`config.mk`:
```
export PLATFORM = sky130hd
export DESIGN_NAME = fperl_core
export DESIGN_NICKNAME = d
export VERILOG_FILES = /design/src/verilog/fperl_pkg.sv /design/src/verilog/fperl_core.sv /design/src/verilog/fperl_unpack.sv
export VERILOG_INCLUDE_DIRS = /design/src /design/src/verilog
export SDC_FILE = /design/constraint.sdc
export NUM_CORES = 1
export LEC_CHECK = 0
export ABC_AREA = 1
export BUFFER_PORTS_ARGS = -buffer_cell sky130_fd_sc_hd__buf_4
export CAP_MARGIN = 20
export CORE_MARGIN = 4
export CORE_UTILIZATION = 58
export CTS_BUF_LIST = sky130_fd_sc_hd__clkbuf_8
export CTS_CLUSTER_SIZE = 12
export DETAILED_ROUTE_END_ITERATION = 10
export PLACE_DENSITY = 0.91
export SLEW_MARGIN = 20
export SYNTH_ARGS = -nofsm -noshare
export SYNTH_HDL_FRONTEND = slang
export SYNTH_SLANG_ARGS = --single-unit
export TNS_END_PERCENT = 5
```
`constraint.sdc`:
```
create_clock -name sys_clk_in -period 2.15 [get_ports sys_clk_in]
set_input_delay 0.43 -clock sys_clk_in [delete_from_list [all_inputs] [get_ports sys_clk_in]]
set_output_delay 0.43 -clock sys_clk_in [all_outputs]
set_load 0.02 [all_outputs]
```
`src/verilog/fperl_cfg.svh`:
```
// register offsets, field positions and codes of the floating-point exception logic
`ifndef FPERL_CFG_SVH
`define FPERL_CFG_SVH

// register byte offsets
`define FPERL_OFS_STATE     4'h0
`define FPERL_OFS_COND      4'h4
`define FPERL_OFS_TRAPS     4'h8

// fp_state_reg word layout
`define FPERL_RD_LSB        30
`define FPERL_TEM_LSB       23
`define FPERL_RELAX_BIT     22
`define FPERL_FTT_LSB       14
`define FPERL_QNE_BIT       13
`define FPERL_COND0_LSB     10
`define FPERL_AEXC_LSB      5
`define FPERL_CEXC_LSB      0
`define FPERL_COND_W        2
`define FPERL_EXC_W         5

// exception bit positions inside the five-bit exception fields
`define FPERL_EXC_BAD       4
`define FPERL_EXC_OVF       3
`define FPERL_EXC_UNF       2
`define FPERL_EXC_DZ        1
`define FPERL_EXC_INX       0

// trap type codes and rounding modes
`define FPERL_FTT_NONE      3'h0
`define FPERL_FTT_IEEE      3'h1
`define FPERL_RD_NEAREST    2'h0
`define FPERL_RD_MINUS      2'h3

// compare results
`define FPERL_CMP_EQ        2'h0
`define FPERL_CMP_LT        2'h1
`define FPERL_CMP_GT        2'h2
`define FPERL_CMP_UN        2'h3

// exponent constants
`define FPERL_EXP_BIAS      12'h3ff
`define FPERL_SGL_REBIAS    11'h380
`define FPERL_SGL_EXP_MAX   8'hff
`define FPERL_DBL_EXP_MAX   11'h7ff
`define FPERL_I64_TOP       6'h3f

// saturated integer results
`define FPERL_I32_MAX       32'h7fff_ffff
`define FPERL_I32_MIN       32'h8000_0000
`define FPERL_I64_MAX       64'h7fff_ffff_ffff_ffff
`define FPERL_I64_MIN       64'h8000_0000_0000_0000

`endif

```
`src/verilog/fperl_pkg.sv`:
```
// types shared by the floating-point exception logic
`default_nettype none
package fperl_pkg;

  typedef enum logic [3:0] {
    FPERL_OP_ADD    = 4'h0,
    FPERL_OP_SUB    = 4'h1,
    FPERL_OP_MUL    = 4'h2,
    FPERL_OP_DIV    = 4'h3,
    FPERL_OP_SQRT   = 4'h4,
    FPERL_OP_CMP    = 4'h5,
    FPERL_OP_TO_I32 = 4'h6,
    FPERL_OP_TO_I64 = 4'h7,
    FPERL_OP_SMUL_D = 4'h8,
    FPERL_OP_DMUL_Q = 4'h9
  } fperl_op_type;

  typedef enum logic [1:0] {
    FPERL_FMT_S = 2'h0,
    FPERL_FMT_D = 2'h1,
    FPERL_FMT_Q = 2'h2
  } fperl_fmt_type;

  typedef struct packed {
    logic          sign;
    logic [7:0]    exp;
    logic [22:0]   frac;
  } fperl_sgl_type;

  typedef struct packed {
    logic          sign;
    logic [10:0]   exp;
    logic [51:0]   frac;
  } fperl_dbl_type;

  typedef struct packed {
    logic          sign;
    logic [14:0]   exp;
    logic [111:0]  frac;
  } fperl_quad_type;

  // operand widened to double layout plus its class
  typedef struct packed {
    logic          sign;
    logic [10:0]   exp;
    logic [51:0]   frac;
    logic          is_zero;
    logic          is_inf;
    logic          is_nan;
    logic          is_snan;
  } fperl_opnd_type;

  typedef struct packed {
    logic          valid;
    fperl_op_type  op;
    fperl_fmt_type fmt;
    logic          signal_unordered;
    logic [1:0]    cond_sel;
    logic [63:0]   src1;
    logic [63:0]   src2;
    logic [127:0]  core_result;
    logic          core_tiny;
    logic          core_inexact;
    logic          core_overflow;
    logic          core_exact_zero;
  } fperl_req_type;

  typedef struct packed {
    logic          valid;
    logic          dest_write;
    logic          trap;
    logic [4:0]    cexc;
    logic [127:0]  result;
  } fperl_resp_type;

endpackage
`default_nettype wire

```
`src/verilog/fperl_core.sv`:
```
// floating-point exception, special-result and trap logic with its state register
//
// Design decisions made here: register access over Avalon-MM and the register addresses.
`timescale 1ns/1ps
`default_nettype none
`include "fperl_cfg.svh"
module fperl_core
  import fperl_pkg::*;
(
  input  wire logic          sys_clk_in,
  input  wire logic          rst_n_in,
  input  wire logic [3:0]    avs_address_in,
  input  wire logic          avs_read_in,
  input  wire logic          avs_write_in,
  input  wire logic [31:0]   avs_writedata_in,
  input  wire logic [3:0]    avs_byteenable_in,
  output logic [31:0]        avs_readdata_out,
  output logic               avs_waitrequest_out,
  input  wire fperl_req_type req_in,
  input  wire logic          handler_entry_in,
  output var fperl_resp_type resp_out,
  output logic [1:0]         rounding_mode_out
);

  ////////////////////////////////////////////////////////////////////////////
  // state

  logic [1:0]       round_mode;
  logic [4:0]       trap_mask;
  logic             relaxed_ieee_bit;
  logic [2:0]       trap_kind;
  logic [4:0]       accrued;
  logic [4:0]       current;
  logic [3:0][1:0]  fp_cond_codes;
  logic [15:0]      trap_count;
  logic             bus_ack;

  fperl_opnd_type   a;
  fperl_opnd_type   b;
  logic             opnd_dbl;
  fperl_fmt_type    rfmt;

  logic [4:0]       exc;
  logic [127:0]     res;
  logic             dest_wr;
  logic             cond_wr;
  logic [1:0]       cond_val;
  logic [4:0]       enabled;
  logic [4:0]       trap_pick;
  logic             trap;
  logic             fire;
  logic             eff_sub;

  logic [11:0]      ue;
  logic [63:0]      sig;
  logic [127:0]     wide;
  logic [63:0]      trunc;
  logic [63:0]      neg;
  logic             lost;
  logic             big;
  logic             inv32;
  logic             inv64;

  logic [31:0]      state_word;
  logic [31:0]      cond_word;
  logic [31:0]      be_mask;
  logic [31:0]      wr_state;
  logic [31:0]      wr_cond;
  logic             sw_wr_state;
  logic             sw_wr_cond;

  assign fire              = req_in.valid;
  assign rounding_mode_out = round_mode;

  ////////////////////////////////////////////////////////////////////////////
  // operand unpacking

  always_comb begin
    case (req_in.op)
      FPERL_OP_SMUL_D: begin
        opnd_dbl = 1'b0;
        rfmt     = FPERL_FMT_D;
      end
      FPERL_OP_DMUL_Q: begin
        opnd_dbl = 1'b1;
        rfmt     = FPERL_FMT_Q;
      end
      default: begin
        opnd_dbl = (req_in.fmt == FPERL_FMT_D);
        rfmt     = opnd_dbl ? FPERL_FMT_D : FPERL_FMT_S;
      end
    endcase
  end

  fperl_unpack u_unpack_src1 (
    .src_in   (req_in.src1),
    .dbl_in   (opnd_dbl),
    .opnd_out (a)
  );

  fperl_unpack u_unpack_src2 (
    .src_in   (req_in.src2),
    .dbl_in   (opnd_dbl),
    .opnd_out (b)
  );

  ////////////////////////////////////////////////////////////////////////////
  // special result packing

  function automatic logic [127:0] pack_special(fperl_fmt_type f, logic sign, logic inf, logic nan);
    fperl_sgl_type  s;
    fperl_dbl_type  d;
    fperl_quad_type q;
    s = {sign & ~nan, {8{inf | nan}}, {23{nan}}};
    d = {sign & ~nan, {11{inf | nan}}, {52{nan}}};
    q = {sign & ~nan, {15{inf | nan}}, {112{nan}}};
    case (f)
      FPERL_FMT_S: pack_special = {96'h0, s};
      FPERL_FMT_D: pack_special = {64'h0, d};
      default:     pack_special = q;
    endcase
  endfunction

  // quiets the NaN and zero-fills whatever low bits the result format adds
  function automatic logic [127:0] pack_nan(fperl_fmt_type f, fperl_opnd_type o);
    fperl_sgl_type  s;
    fperl_dbl_type  d;
    fperl_quad_type q;
    s = {o.sign, {8{1'b1}}, 1'b1, o.frac[50:29]};
    d = {o.sign, {11{1'b1}}, 1'b1, o.frac[50:0]};
    q = {o.sign, {15{1'b1}}, 1'b1, o.frac[50:0], 60'h0};
    case (f)
      FPERL_FMT_S: pack_nan = {96'h0, s};
      FPERL_FMT_D: pack_nan = {64'h0, d};
      default:     pack_nan = q;
    endcase
  endfunction

  ////////////////////////////////////////////////////////////////////////////
  // float to integer truncation

  always_comb begin
    ue    = {1'b0, b.exp} - `FPERL_EXP_BIAS;
    sig   = {(b.exp != 11'h000), b.frac, 11'h000};
    wide  = {sig, 64'h0} >> (`FPERL_I64_TOP - ue[5:0]);
    big   = !ue[11] && (ue[10:6] != 5'h00);
    if (ue[11]) begin
      trunc = 64'h0;
      lost  = !b.is_zero;
    end else begin
      trunc = wide[127:64];
      lost  = |wide[63:0];
    end
    neg   = ~trunc + 64'h1;
    inv32 = b.is_nan | b.is_inf | big | (!b.sign & |trunc[63:31])
            | (b.sign & (|trunc[63:32] | (trunc[31] & |trunc[30:0])));
    inv64 = b.is_nan | b.is_inf | big | (!b.sign & trunc[63])
            | (b.sign & trunc[63] & |trunc[62:0]);
  end

  ////////////////////////////////////////////////////////////////////////////
  // result and exception selection

  // relaxed_ieee_bit is stored for software only and steers nothing here
  always_comb begin
    exc      = '0;
    res      = req_in.core_result;
    dest_wr  = 1'b1;
    cond_wr  = 1'b0;
    cond_val = `FPERL_CMP_EQ;
    eff_sub  = a.sign ^ b.sign ^ (req_in.op == FPERL_OP_SUB);
    case (req_in.op)
      FPERL_OP_ADD, FPERL_OP_SUB, FPERL_OP_MUL, FPERL_OP_DIV, FPERL_OP_SMUL_D, FPERL_OP_DMUL_Q: begin
        if (a.is_nan || b.is_nan) begin
          res = pack_nan(rfmt, a.is_nan ? a : b);
          exc[`FPERL_EXC_BAD] = a.is_snan | b.is_snan;
        end else if (((req_in.op == FPERL_OP_ADD) || (req_in.op == FPERL_OP_SUB)) && a.is_inf && b.is_inf && eff_sub) begin
          res = pack_special(rfmt, 1'b0, 1'b0, 1'b1);
          exc[`FPERL_EXC_BAD] = 1'b1;
        end else if (((req_in.op == FPERL_OP_MUL) || (req_in.op == FPERL_OP_SMUL_D) ||
                      (req_in.op == FPERL_OP_DMUL_Q)) &&
                     ((a.is_inf && b.is_zero) || (a.is_zero && b.is_inf))) begin
          res = pack_special(rfmt, 1'b0, 1'b0, 1'b1);
          exc[`FPERL_EXC_BAD] = 1'b1;
        end else if ((req_in.op == FPERL_OP_DIV) &&
                     ((a.is_inf && b.is_inf) || (a.is_zero && b.is_zero))) begin
          res = pack_special(rfmt, 1'b0, 1'b0, 1'b1);
          exc[`FPERL_EXC_BAD] = 1'b1;
        end else if ((req_in.op == FPERL_OP_DIV) && b.is_zero && !a.is_inf) begin
          res = pack_special(rfmt, a.sign ^ b.sign, 1'b1, 1'b0);
          exc[`FPERL_EXC_DZ] = 1'b1;
        end else if ((req_in.op == FPERL_OP_SMUL_D) || (req_in.op == FPERL_OP_DMUL_Q)) begin
          res = req_in.core_result;
        end else if (((req_in.op == FPERL_OP_ADD) || (req_in.op == FPERL_OP_SUB)) &&
                     req_in.core_exact_zero && eff_sub) begin
          res = pack_special(rfmt, round_mode == `FPERL_RD_MINUS, 1'b0, 1'b0);
        end else begin
          exc[`FPERL_EXC_OVF] = req_in.core_overflow;
          exc[`FPERL_EXC_INX] = req_in.core_inexact;
          // tiny flag comes from the exact value, before any rounding
          exc[`FPERL_EXC_UNF] = req_in.core_tiny &
                                (trap_mask[`FPERL_EXC_UNF] | req_in.core_inexact);
        end
      end
      FPERL_OP_SQRT: begin
        if (b.is_nan) begin
          res = pack_nan(rfmt, b);
          exc[`FPERL_EXC_BAD] = b.is_snan;
        end else if (b.sign && !b.is_zero) begin
          res = pack_special(rfmt, 1'b0, 1'b0, 1'b1);
          exc[`FPERL_EXC_BAD] = 1'b1;
        end else begin
          exc[`FPERL_EXC_INX] = req_in.core_inexact;
        end
      end
      FPERL_OP_CMP: begin
        dest_wr = 1'b0;
        cond_wr = 1'b1;
        if (a.is_nan || b.is_nan) begin
          cond_val = `FPERL_CMP_UN;
          exc[`FPERL_EXC_BAD] = a.is_snan | b.is_snan | req_in.signal_unordered;
        end else if ((a.is_zero && b.is_zero) || ({a.sign, a.exp, a.frac} == {b.sign, b.exp, b.frac})) begin
          cond_val = `FPERL_CMP_EQ;
        end else if (a.sign != b.sign) begin
          cond_val = a.sign ? `FPERL_CMP_LT : `FPERL_CMP_GT;
        end else begin
          cond_val = (({a.exp, a.frac} < {b.exp, b.frac}) ^ a.sign) ? `FPERL_CMP_LT : `FPERL_CMP_GT;
        end
      end
      FPERL_OP_TO_I32: begin
        if (inv32) begin
          exc[`FPERL_EXC_BAD] = 1'b1;
          res = {96'h0, b.sign ? `FPERL_I32_MIN : `FPERL_I32_MAX};
        end else begin
          exc[`FPERL_EXC_INX] = lost;
          res = {96'h0, b.sign ? neg[31:0] : trunc[31:0]};
        end
      end
      FPERL_OP_TO_I64: begin
        if (inv64) begin
          exc[`FPERL_EXC_BAD] = 1'b1;
          res = {64'h0, b.sign ? `FPERL_I64_MIN : `FPERL_I64_MAX};
        end else begin
          exc[`FPERL_EXC_INX] = lost;
          res = {64'h0, b.sign ? neg : trunc};
        end
      end
      default: begin
        dest_wr = 1'b0;
      end
    endcase
  end

  // one enabled exception causes the trap; invalid ranks first
  always_comb begin
    enabled   = exc & trap_mask;
    trap      = fire & (|enabled);
    trap_pick = '0;
    for (int i = 0; i < `FPERL_EXC_W; i++) begin
      if (enabled[i]) begin
        trap_pick    = '0;
        trap_pick[i] = 1'b1;
      end
    end
  end

  ////////////////////////////////////////////////////////////////////////////
  // register bus

  always_comb begin
    state_word = '0;
    state_word[`FPERL_RD_LSB +: 2]                 = round_mode;
    state_word[`FPERL_TEM_LSB +: `FPERL_EXC_W]     = trap_mask;
    state_word[`FPERL_RELAX_BIT]                   = relaxed_ieee_bit;
    state_word[`FPERL_FTT_LSB +: 3]                = trap_kind;
    state_word[`FPERL_QNE_BIT]                     = 1'b0;
    state_word[`FPERL_COND0_LSB +: `FPERL_COND_W]  = fp_cond_codes[0];
    state_word[`FPERL_AEXC_LSB +: `FPERL_EXC_W]    = accrued;
    state_word[`FPERL_CEXC_LSB +: `FPERL_EXC_W]    = current;
    cond_word = '0;
    for (int i = 1; i < 4; i++) begin
      cond_word[(i - 1) * `FPERL_COND_W +: `FPERL_COND_W] = fp_cond_codes[i];
    end
    for (int i = 0; i < 4; i++) begin
      be_mask[i * 8 +: 8] = {8{avs_byteenable_in[i]}};
    end
    wr_state = (state_word & ~be_mask) | (avs_writedata_in & be_mask);
    wr_cond  = (cond_word & ~be_mask) | (avs_writedata_in & be_mask);
  end

  assign avs_waitrequest_out = (avs_read_in | avs_write_in) & ~bus_ack;
  assign sw_wr_state = avs_write_in & bus_ack & (avs_address_in == `FPERL_OFS_STATE);
  assign sw_wr_cond  = avs_write_in & bus_ack & (avs_address_in == `FPERL_OFS_COND);

  always_ff @(posedge sys_clk_in or negedge rst_n_in) begin
    if (!rst_n_in) begin
      bus_ack          <= 1'b0;
      avs_readdata_out <= '0;
    end else begin
      bus_ack <= (avs_read_in | avs_write_in) & ~bus_ack;
      if (avs_read_in && !bus_ack) begin
        case (avs_address_in)
          `FPERL_OFS_STATE: avs_readdata_out <= state_word;
          `FPERL_OFS_COND:  avs_readdata_out <= cond_word;
          `FPERL_OFS_TRAPS: avs_readdata_out <= {16'h0, trap_count};
          default:          avs_readdata_out <= '0;
        endcase
      end
    end
  end

  ////////////////////////////////////////////////////////////////////////////
  // software control fields

  always_ff @(posedge sys_clk_in or negedge rst_n_in) begin
    if (!rst_n_in) begin
      round_mode       <= `FPERL_RD_NEAREST;
      trap_mask        <= '0;
      relaxed_ieee_bit <= 1'b0;
    end else if (sw_wr_state) begin
      round_mode       <= wr_state[`FPERL_RD_LSB +: 2];
      trap_mask        <= wr_state[`FPERL_TEM_LSB +: `FPERL_EXC_W];
      relaxed_ieee_bit <= wr_state[`FPERL_RELAX_BIT];
    end
  end

  ////////////////////////////////////////////////////////////////////////////
  // exception fields: hardware wins for current; accrued keeps a same-cycle software write and ORs in untrapped flags

  always_ff @(posedge sys_clk_in or negedge rst_n_in) begin
    if (!rst_n_in) begin
      current <= '0;
      accrued <= '0;
    end else begin
      if (sw_wr_state) begin
        current <= wr_state[`FPERL_CEXC_LSB +: `FPERL_EXC_W];
        accrued <= wr_state[`FPERL_AEXC_LSB +: `FPERL_EXC_W];
      end
      if (trap) begin
        current <= trap_pick;
      end else if (fire) begin
        current <= exc;
        accrued <= (sw_wr_state ? wr_state[`FPERL_AEXC_LSB +: `FPERL_EXC_W] : accrued) | exc;
      end
    end
  end

  ////////////////////////////////////////////////////////////////////////////
  // condition codes

  always_ff @(posedge sys_clk_in or negedge rst_n_in) begin
    if (!rst_n_in) begin
      fp_cond_codes <= '0;
    end else begin
      if (sw_wr_state) begin
        fp_cond_codes[0] <= wr_state[`FPERL_COND0_LSB +: `FPERL_COND_W];
      end
      if (sw_wr_cond) begin
        for (int i = 1; i < 4; i++) begin
          fp_cond_codes[i] <= wr_cond[(i - 1) * `FPERL_COND_W +: `FPERL_COND_W];
        end
      end
      if (fire && cond_wr && !trap) begin
        fp_cond_codes[req_in.cond_sel] <= cond_val;
      end
    end
  end

  ////////////////////////////////////////////////////////////////////////////
  // trap type and trap counter

  always_ff @(posedge sys_clk_in or negedge rst_n_in) begin
    if (!rst_n_in) begin
      trap_kind <= `FPERL_FTT_NONE;
    end else if (trap) begin
      trap_kind <= `FPERL_FTT_IEEE;
    end else if (fire || handler_entry_in) begin
      trap_kind <= `FPERL_FTT_NONE;
    end
  end

  always_ff @(posedge sys_clk_in or negedge rst_n_in) begin
    if (!rst_n_in) begin
      trap_count <= '0;
    end else if (trap) begin
      trap_count <= trap_count + 16'h0001;
    end
  end

  ////////////////////////////////////////////////////////////////////////////
  // answer to the pipeline

  always_ff @(posedge sys_clk_in or negedge rst_n_in) begin
    if (!rst_n_in) begin
      resp_out <= '0;
    end else begin
      resp_out.valid      <= fire;
      resp_out.dest_write <= fire & dest_wr & ~trap;
      resp_out.trap       <= trap;
      resp_out.cexc       <= trap ? trap_pick : exc;
      resp_out.result     <= res;
    end
  end

endmodule
`default_nettype wire

```
`src/verilog/fperl_unpack.sv`:
```
// operand unpacker: widens single or double to double layout and classifies it
`timescale 1ns/1ps
`default_nettype none
`include "fperl_cfg.svh"
module fperl_unpack
  import fperl_pkg::*;
(
  input  wire logic [63:0]   src_in,
  input  wire logic          dbl_in,
  output var fperl_opnd_type opnd_out
);

  fperl_sgl_type s;
  fperl_dbl_type d;

  always_comb begin
    s = src_in[31:0];
    d = src_in;
    opnd_out = '0;
    if (dbl_in) begin
      opnd_out.sign = d.sign;
      opnd_out.exp  = d.exp;
      opnd_out.frac = d.frac;
    end else begin
      opnd_out.sign = s.sign;
      // single subnormals keep exponent zero: class and tininess stay right
      if (s.exp == 8'h00) begin
        opnd_out.exp = 11'h000;
      end else if (s.exp == `FPERL_SGL_EXP_MAX) begin
        opnd_out.exp = `FPERL_DBL_EXP_MAX;
      end else begin
        opnd_out.exp = {3'h0, s.exp} + `FPERL_SGL_REBIAS;
      end
      opnd_out.frac = {s.frac, 29'h0};
    end
    opnd_out.is_zero = (opnd_out.exp == 11'h000) && (opnd_out.frac == 52'h0);
    opnd_out.is_inf  = (opnd_out.exp == `FPERL_DBL_EXP_MAX) && (opnd_out.frac == 52'h0);
    opnd_out.is_nan  = (opnd_out.exp == `FPERL_DBL_EXP_MAX) && (opnd_out.frac != 52'h0);
    opnd_out.is_snan = opnd_out.is_nan && !opnd_out.frac[51];
  end

endmodule
`default_nettype wire
```
==> results of run 1 <==
==> per-layer routing <==
metal  GRT overflow  global-route usage, %
met2            742                   99.4
met5             17                   54.6
met4            422                   89.3
met3             57                   74.7
met1             77                   82.1
==> metrics by stage <==
step | TNS, ns | util (%) | instances | hold WS (ns) | cell area (µm²)
2_1_floorplan | -294.25 | - | 4124 | 0.134 | 24200
3_3_place_gp | -409.34 | 83.0 | 5709 | 0.324 | 33900
3_5_place_dp | -450.77 | 83.0 | 5709 | 0.326 | 33900
4_1_cts | -267.20 | 87.1 | 5791 | 0.00371 | 35600
==> kinds of logic after synthesis <==
logic type / after synthesis
and+or+nand+nor: 2406
AOI/OAI and AO/OA: 783
buffers and inverters: 597
DFF: 204
adders and majority gates: 67
xor gates and xnor gates: 47
muxes: 12
other: 1
==> what timing repair did <==
action	4_1_cts
pin swaps	37
hold buffers	1
endpoints found under the setup margin	170
hold endpoints to repair	31
gates cloned	4
setup buffers	13
resized for setup	220
==> synth_stat cells (all sizes together) (3+ instances only) <==
| cell | n | area, µm² |
|---|---|---|
| xor2 | 34 | 298 |
| o221ai | 5 | 43.8 |
| o32a | 12 | 120 |
| o31ai | 7 | 52.6 |
| a21o | 3 | 22.5 |
| a31oi | 39 | 244 |
| o41ai | 3 | 26.3 |
| a32oi | 3 | 26.3 |
| a221oi | 8 | 70.1 |
| and2 | 3 | 18.8 |
| ha | 67 | 838 |
| a22oi | 3 | 22.5 |
| nor3 | 63 | 320 |
| mux2 | 8 | 90.1 |
| o22ai | 19 | 119 |
| nand3b | 11 | 82.6 |
| a211oi | 11 | 82.6 |
| mux2i | 4 | 40.0 |
| nand2 | 1376 | 5240 |
| xnor2 | 13 | 114 |
| a21oi | 174 | 890 |
| o2111ai | 34 | 298 |
| o311ai | 4 | 35.0 |
| nand3 | 508 | 2590 |
| o21a | 4 | 30.0 |
| buf | 106 | 663 |
| clkbuf | 143 | 537 |
| o21ai | 353 | 1830 |
| dfrtp | 204 | 5100 |
| or2 | 17 | 106 |
| inv | 343 | 1290 |
| a22o | 3 | 26.3 |
| o211ai | 89 | 668 |
| nand4 | 71 | 465 |
| and3 | 3 | 18.8 |
| nor4 | 22 | 138 |
| nor2 | 329 | 1290 |
| clkinv | 5 | 20.0 |
==> impl_metrics.csv, run 1 <==
group,metric,value,unit
outcome,status,"aborted with a tool error",
outcome,haltStage,"5_1_grt",
outcome,run.stop_error,"[ERROR GRT-0116] Global routing finished with congestion. Check the congestion regions in the DRC Viewer.",
clocking,cts_made_buffers,36,
place,pre_cts_ws,-3.01,ns
place,hpwlAfterDp,110000,µm
grt,grt_pass1_vias,47251,
logic_synthesis,synth_top_family_by_area,"simple AND/OR/NAND/NOR gates",
logic_synthesis,synth.yosys.warnings,0,
logic_synthesis,synthArstFlopShare,100,%
logic_synthesis,synthMuxAreaShare,0.543,%
grt,grt_pass1_wl,300000,µm
clocking,cts_root_buf,"clkbuf_8",
logic_synthesis,synthXorXnorAreaFrac,1.72,%
clocking,htreeDepth,2,
place,io_buffers,465,
logic_synthesis,ys.flop_type,"dfrtp_1",
floorplanning,die_height,211,µm
logic_synthesis,synth_compound_area_share,19.5,%
logic_synthesis,synth_edf_count,0,
logic_synthesis,syn_inst,4117,
logic_synthesis,synth_simple_gate_area_share,42.9,%
floorplanning,dieWidth,211,µm
floorplanning,start_util,58.7,%
logic_synthesis,ys_seq_area_share,21.3,%
grt,grt-ovfl-total,1315,
place,globalplace.congestion,1.32,
grt,grt_max_degree,66,
logic_synthesis,synth.distinct_cells,68,
clocking,cts.sinks,204,
clocking,clockBufferDepth,3,
logic_synthesis,yosys.area_share.adder,3.50,%
floorplanning,io_pins,486,
grt,grt_usage,85.6,%
logic_synthesis,synth_area_per_cell,5.82,µm²
floorplanning,rows,74,
logic_synthesis,ys_ff_latch,204,
logic_synthesis,synth_area,0.0240,mm²
==> run 2: changes to the inputs <==
- CORE_UTILIZATION: 58 -> 40
- CTS_BUF_LIST: sky130_fd_sc_hd__clkbuf_8 -> default
- CTS_CLUSTER_SIZE: 12 -> default
- PLACE_DENSITY: 0.91 -> default
- PLACE_DENSITY_LB_ADDON: default -> 0.15
==> run 2 against run 1 <==
  * The flow now finishes, with violations (setup timing)
  * Synthesized area did not move
  * Synthesized cell count did not move
==> impl_metrics.csv, run 2 <==
group,metric,value,unit
floorplanning,start_util,40.6,%
clocking,clkLatencyLatePin,0.58,ns
routing,drt_iter0_markers,4674,
timing,period_needed,4.25,ns
cells_and_area,area.sequential,0.00510,mm²
cells_and_area,layout_common_cells,"1401 x buf_4, 1281 x nand2_1, 439 x nand3_1",
cells_and_area,finish.instance_area,0.0377,mm²
place,pre_cts_ws,-3.18,ns
grt,grt_pass1_vias,33870,
timing,finalHoldViolations,0,
logic_synthesis,ys.flop_type,"dfrtp_1",
timing,max_slew_margin,33.3,%
power_and_ir_drop,power.total,0.0240,W
logic_synthesis,synth_top_cell_area_share,21.3,%
timing,period_share,198,%
cells_and_area,fin_cells,6177,
floorplanning,io_pins,486,
cells_and_area,drive_above_1_share,34.5,%
logic_synthesis,ys_seq_area_share,21.3,%
routing,num_vias,36001,
cells_and_area,multi_input_area,0.0175,mm²
logic_synthesis,yosysMostFrequentCell,"nand2_1",
clocking,path_clk_slew,0.06,ns
logic_synthesis,yosys-top-cells-area,"dfrtp_1 21%, nand2_1 21%, nand3_1 10%, o21ai_0 6.2%, inv_1 5.0%",
place,hpwlAfterDp,125000,µm
power_and_ir_drop,peakVddDrop,0.000601,V
floorplanning,dieWidth,253,µm
routing,dr.pass1.iters,6,
grt,grt_usage,44.6,%
grt,grt_max_degree,58,
routing,wl_per_cell,24.4,µm
setup_path,setup.worst_path.class,"in -> reg",
floorplanning,die_height,253,µm
logic_synthesis,synth_area,0.0240,mm²
setup_path,reg2reg_slack,0.30,ns
setup_path,start_kind,"primary input",
grt,grt_pass1_wl,215000,µm
timing,finalSetupViolations,170,
clocking,htreeDepth,1,
setup_path,cp.arrival,4.72,ns
clocking,clockBufferDepth,3,
min_path,holdCritStartpoint,"handler_entry_in",
logic_synthesis,synth.distinct_cells,68,
min_path,hold_path_end,"trap_kind[0]",
timing,worst_slew_pin_slew,0.990,ns
setup_path,reg2reg_to,"resp_out[63]",
cells_and_area,largest_reg_flops,136,
timing,rsz0062_at_grt,"true",
min_path,worstHoldPathType,"in -> reg",
timing,setup_ws,-2.10,ns
clocking,cts_made_buffers,25,
clocking,cts_tree,"yes",
cells_and_area,top_regs,"resp_out: 136 flops, avs_readdata_out: 24 flops, trap_count: 16 flops",
logic_synthesis,synthArstFlopShare,100,%
logic_synthesis,synth.yosys.warnings,0,
timing,maxSlewViolCount,0,
grt,antenna_found_initial,7,
floorplanning,core_area,0.0591,mm²
setup_path,worst-endpoint-required,2.62,ns
power_and_ir_drop,power_density,638,mW/mm²
setup_path,worstPathMaxFanout,8,
logic_synthesis,ys_ff_latch,204,
timing,clock_skew,0.0135,ns
logic_synthesis,synth_area_per_cell,5.82,µm²
outcome,status,"finished with violations",
setup_path,end_kind,"flop",
place,dp.cells,6085,
cells_and_area,syn_to_final_growth,57.0,%
cells_and_area,nFillCells,5630,
setup_path,reg2reg_depth,7,
place,placed_area,0.0353,mm²
logic_synthesis,synth_top_cell_by_area,"dfrtp_1",
floorplanning,rows,89,
outcome,violations,"setup timing",
routing,routed_wl,151000,µm
floorplanning,die-area,0.0639,mm²
routing,drc,0,
cells_and_area,final_common_cell,"buf_4",
job,maxCapViolCount,0,
cells_and_area,layout.nets,5768,
power_and_ir_drop,p_leak,19.9,nW
setup_path,path_common_cell,"nand2_1",
place,io_buffers,465,
setup_path,slowest_stage,"or2_2",
cells_and_area,final_util,63.7,%
routing,antenna_left,0,
setup_path,cp-startpoint,"req_in[266]",
grt,grt-ovfl-total,0,
clocking,cts.sinks,204,
logic_synthesis,synth_edf_count,0,
timing,fmax,235,MHz
setup_path,slowest_delay,0.28,ns
logic_synthesis,synthTopCellsByCount,"1355 x nand2_1, 500 x nand3_1, 318 x inv_1",
place,globalplace.congestion,1.08,
min_path,holdPathStages,2,
logic_synthesis,syn_inst,4117,
routing,vias_per_cell,5.83,
cells_and_area,max_flop_register,"resp_out",
clocking,cts_root_buf,"clkbuf_16",
[run 2: cell counts after synthesis]
No cell type changed its count.
[run 2: report_power, final]
part	internal, W	leakage (nW)	switching [W]
clock network	0.00261	0.403	0.00189
registers	0.00437	2.52	0.000366
logic	0.00609	17.0	0.00869
[run 2: layout make-up]
| type | count | share of cell area [%] |
|---|---|---|
| repair buffers | 1484 | 31.6 |
| diodes | 4 | 0.0266 |
| clock buffers | 33 | 1.82 |
| multi-input cells | 3323 | 46.4 |
| clock inverters | 8 | 0.389 |
| flip-flops and latches | 204 | 13.6 |
| well taps | 773 | 2.57 |
| inverters | 348 | 3.65 |
[run 2: logic make-up (layout without fill, tap and decap cells)]
group                      count (synthesis)  in the layout  share of synthesized area [%]
buffers and inverters                    597           1873                           10.5
adders and majority gates                 67             67                           3.50
muxes                                     12             12                          0.543
other                                      1             12                         0.0156
xor gates and xnor gates                  47             47                           1.72
DFF                                      204            204                           21.3
AOI/OAI and AO/OA                        783            783                           19.5
and+or+nand+nor                         2406           2406                           42.9
[run 2: what timing repair did]
item | in CTS | in global routing
pin swaps | 65 | 47
hold endpoints to repair | 48 | 0
resized for setup | 217 | 104
endpoints found under the setup margin | 170 | 170
hold buffers | 1 | 0
gates cloned | 1 | 2
buffers inserted | 28 | 15
[run 2: how the worst max path moves through the flow]
stage,depth (start not counted),to,slack [ns]
after floorplan,40,trap_count[4],-2.17
after global placement,38,resp_out[42],-3.16
after detailed placement,38,resp_out[42],-3.18
after CTS,36,resp_out[42],-1.88
after global routing,34,resp_out[42],-2.24
final,33,resp_out[51],-2.10
[run 2: critical path: cells and delay by family]
family | cells | cell delay (ns)
AO/OA/AOI/OAI | 3 | 0.47
adder cells (fa/ha/maj) | 1 | 0.24
buffers and inverters | 8 | 0.94
AND/OR/NAND/NOR | 21 | 2.62
[run 2: per-layer routing]
metal	GRT usage, %	up-vias	wire length (µm)
met3	6.83	576	15500
li1	-	16368	-
met4	26.9	2	12600
met5	0	-	11
met2	71.3	2322	66000
met1	56.8	16733	56700
[run 2: per-stage QoR]
step / TNS, ns / hold slack [ns]
4_1_cts: -279.71 / 0.000305
5_1_grt: -333.07 / 0.0228
6_report: -311.55 / 0.0183
2_1_floorplan: -294.25 / 0.134
3_3_place_gp: -455.38 / 0.381
3_5_place_dp: -464.31 / 0.383
Note: power is estimated with default switching activity, not from simulation.
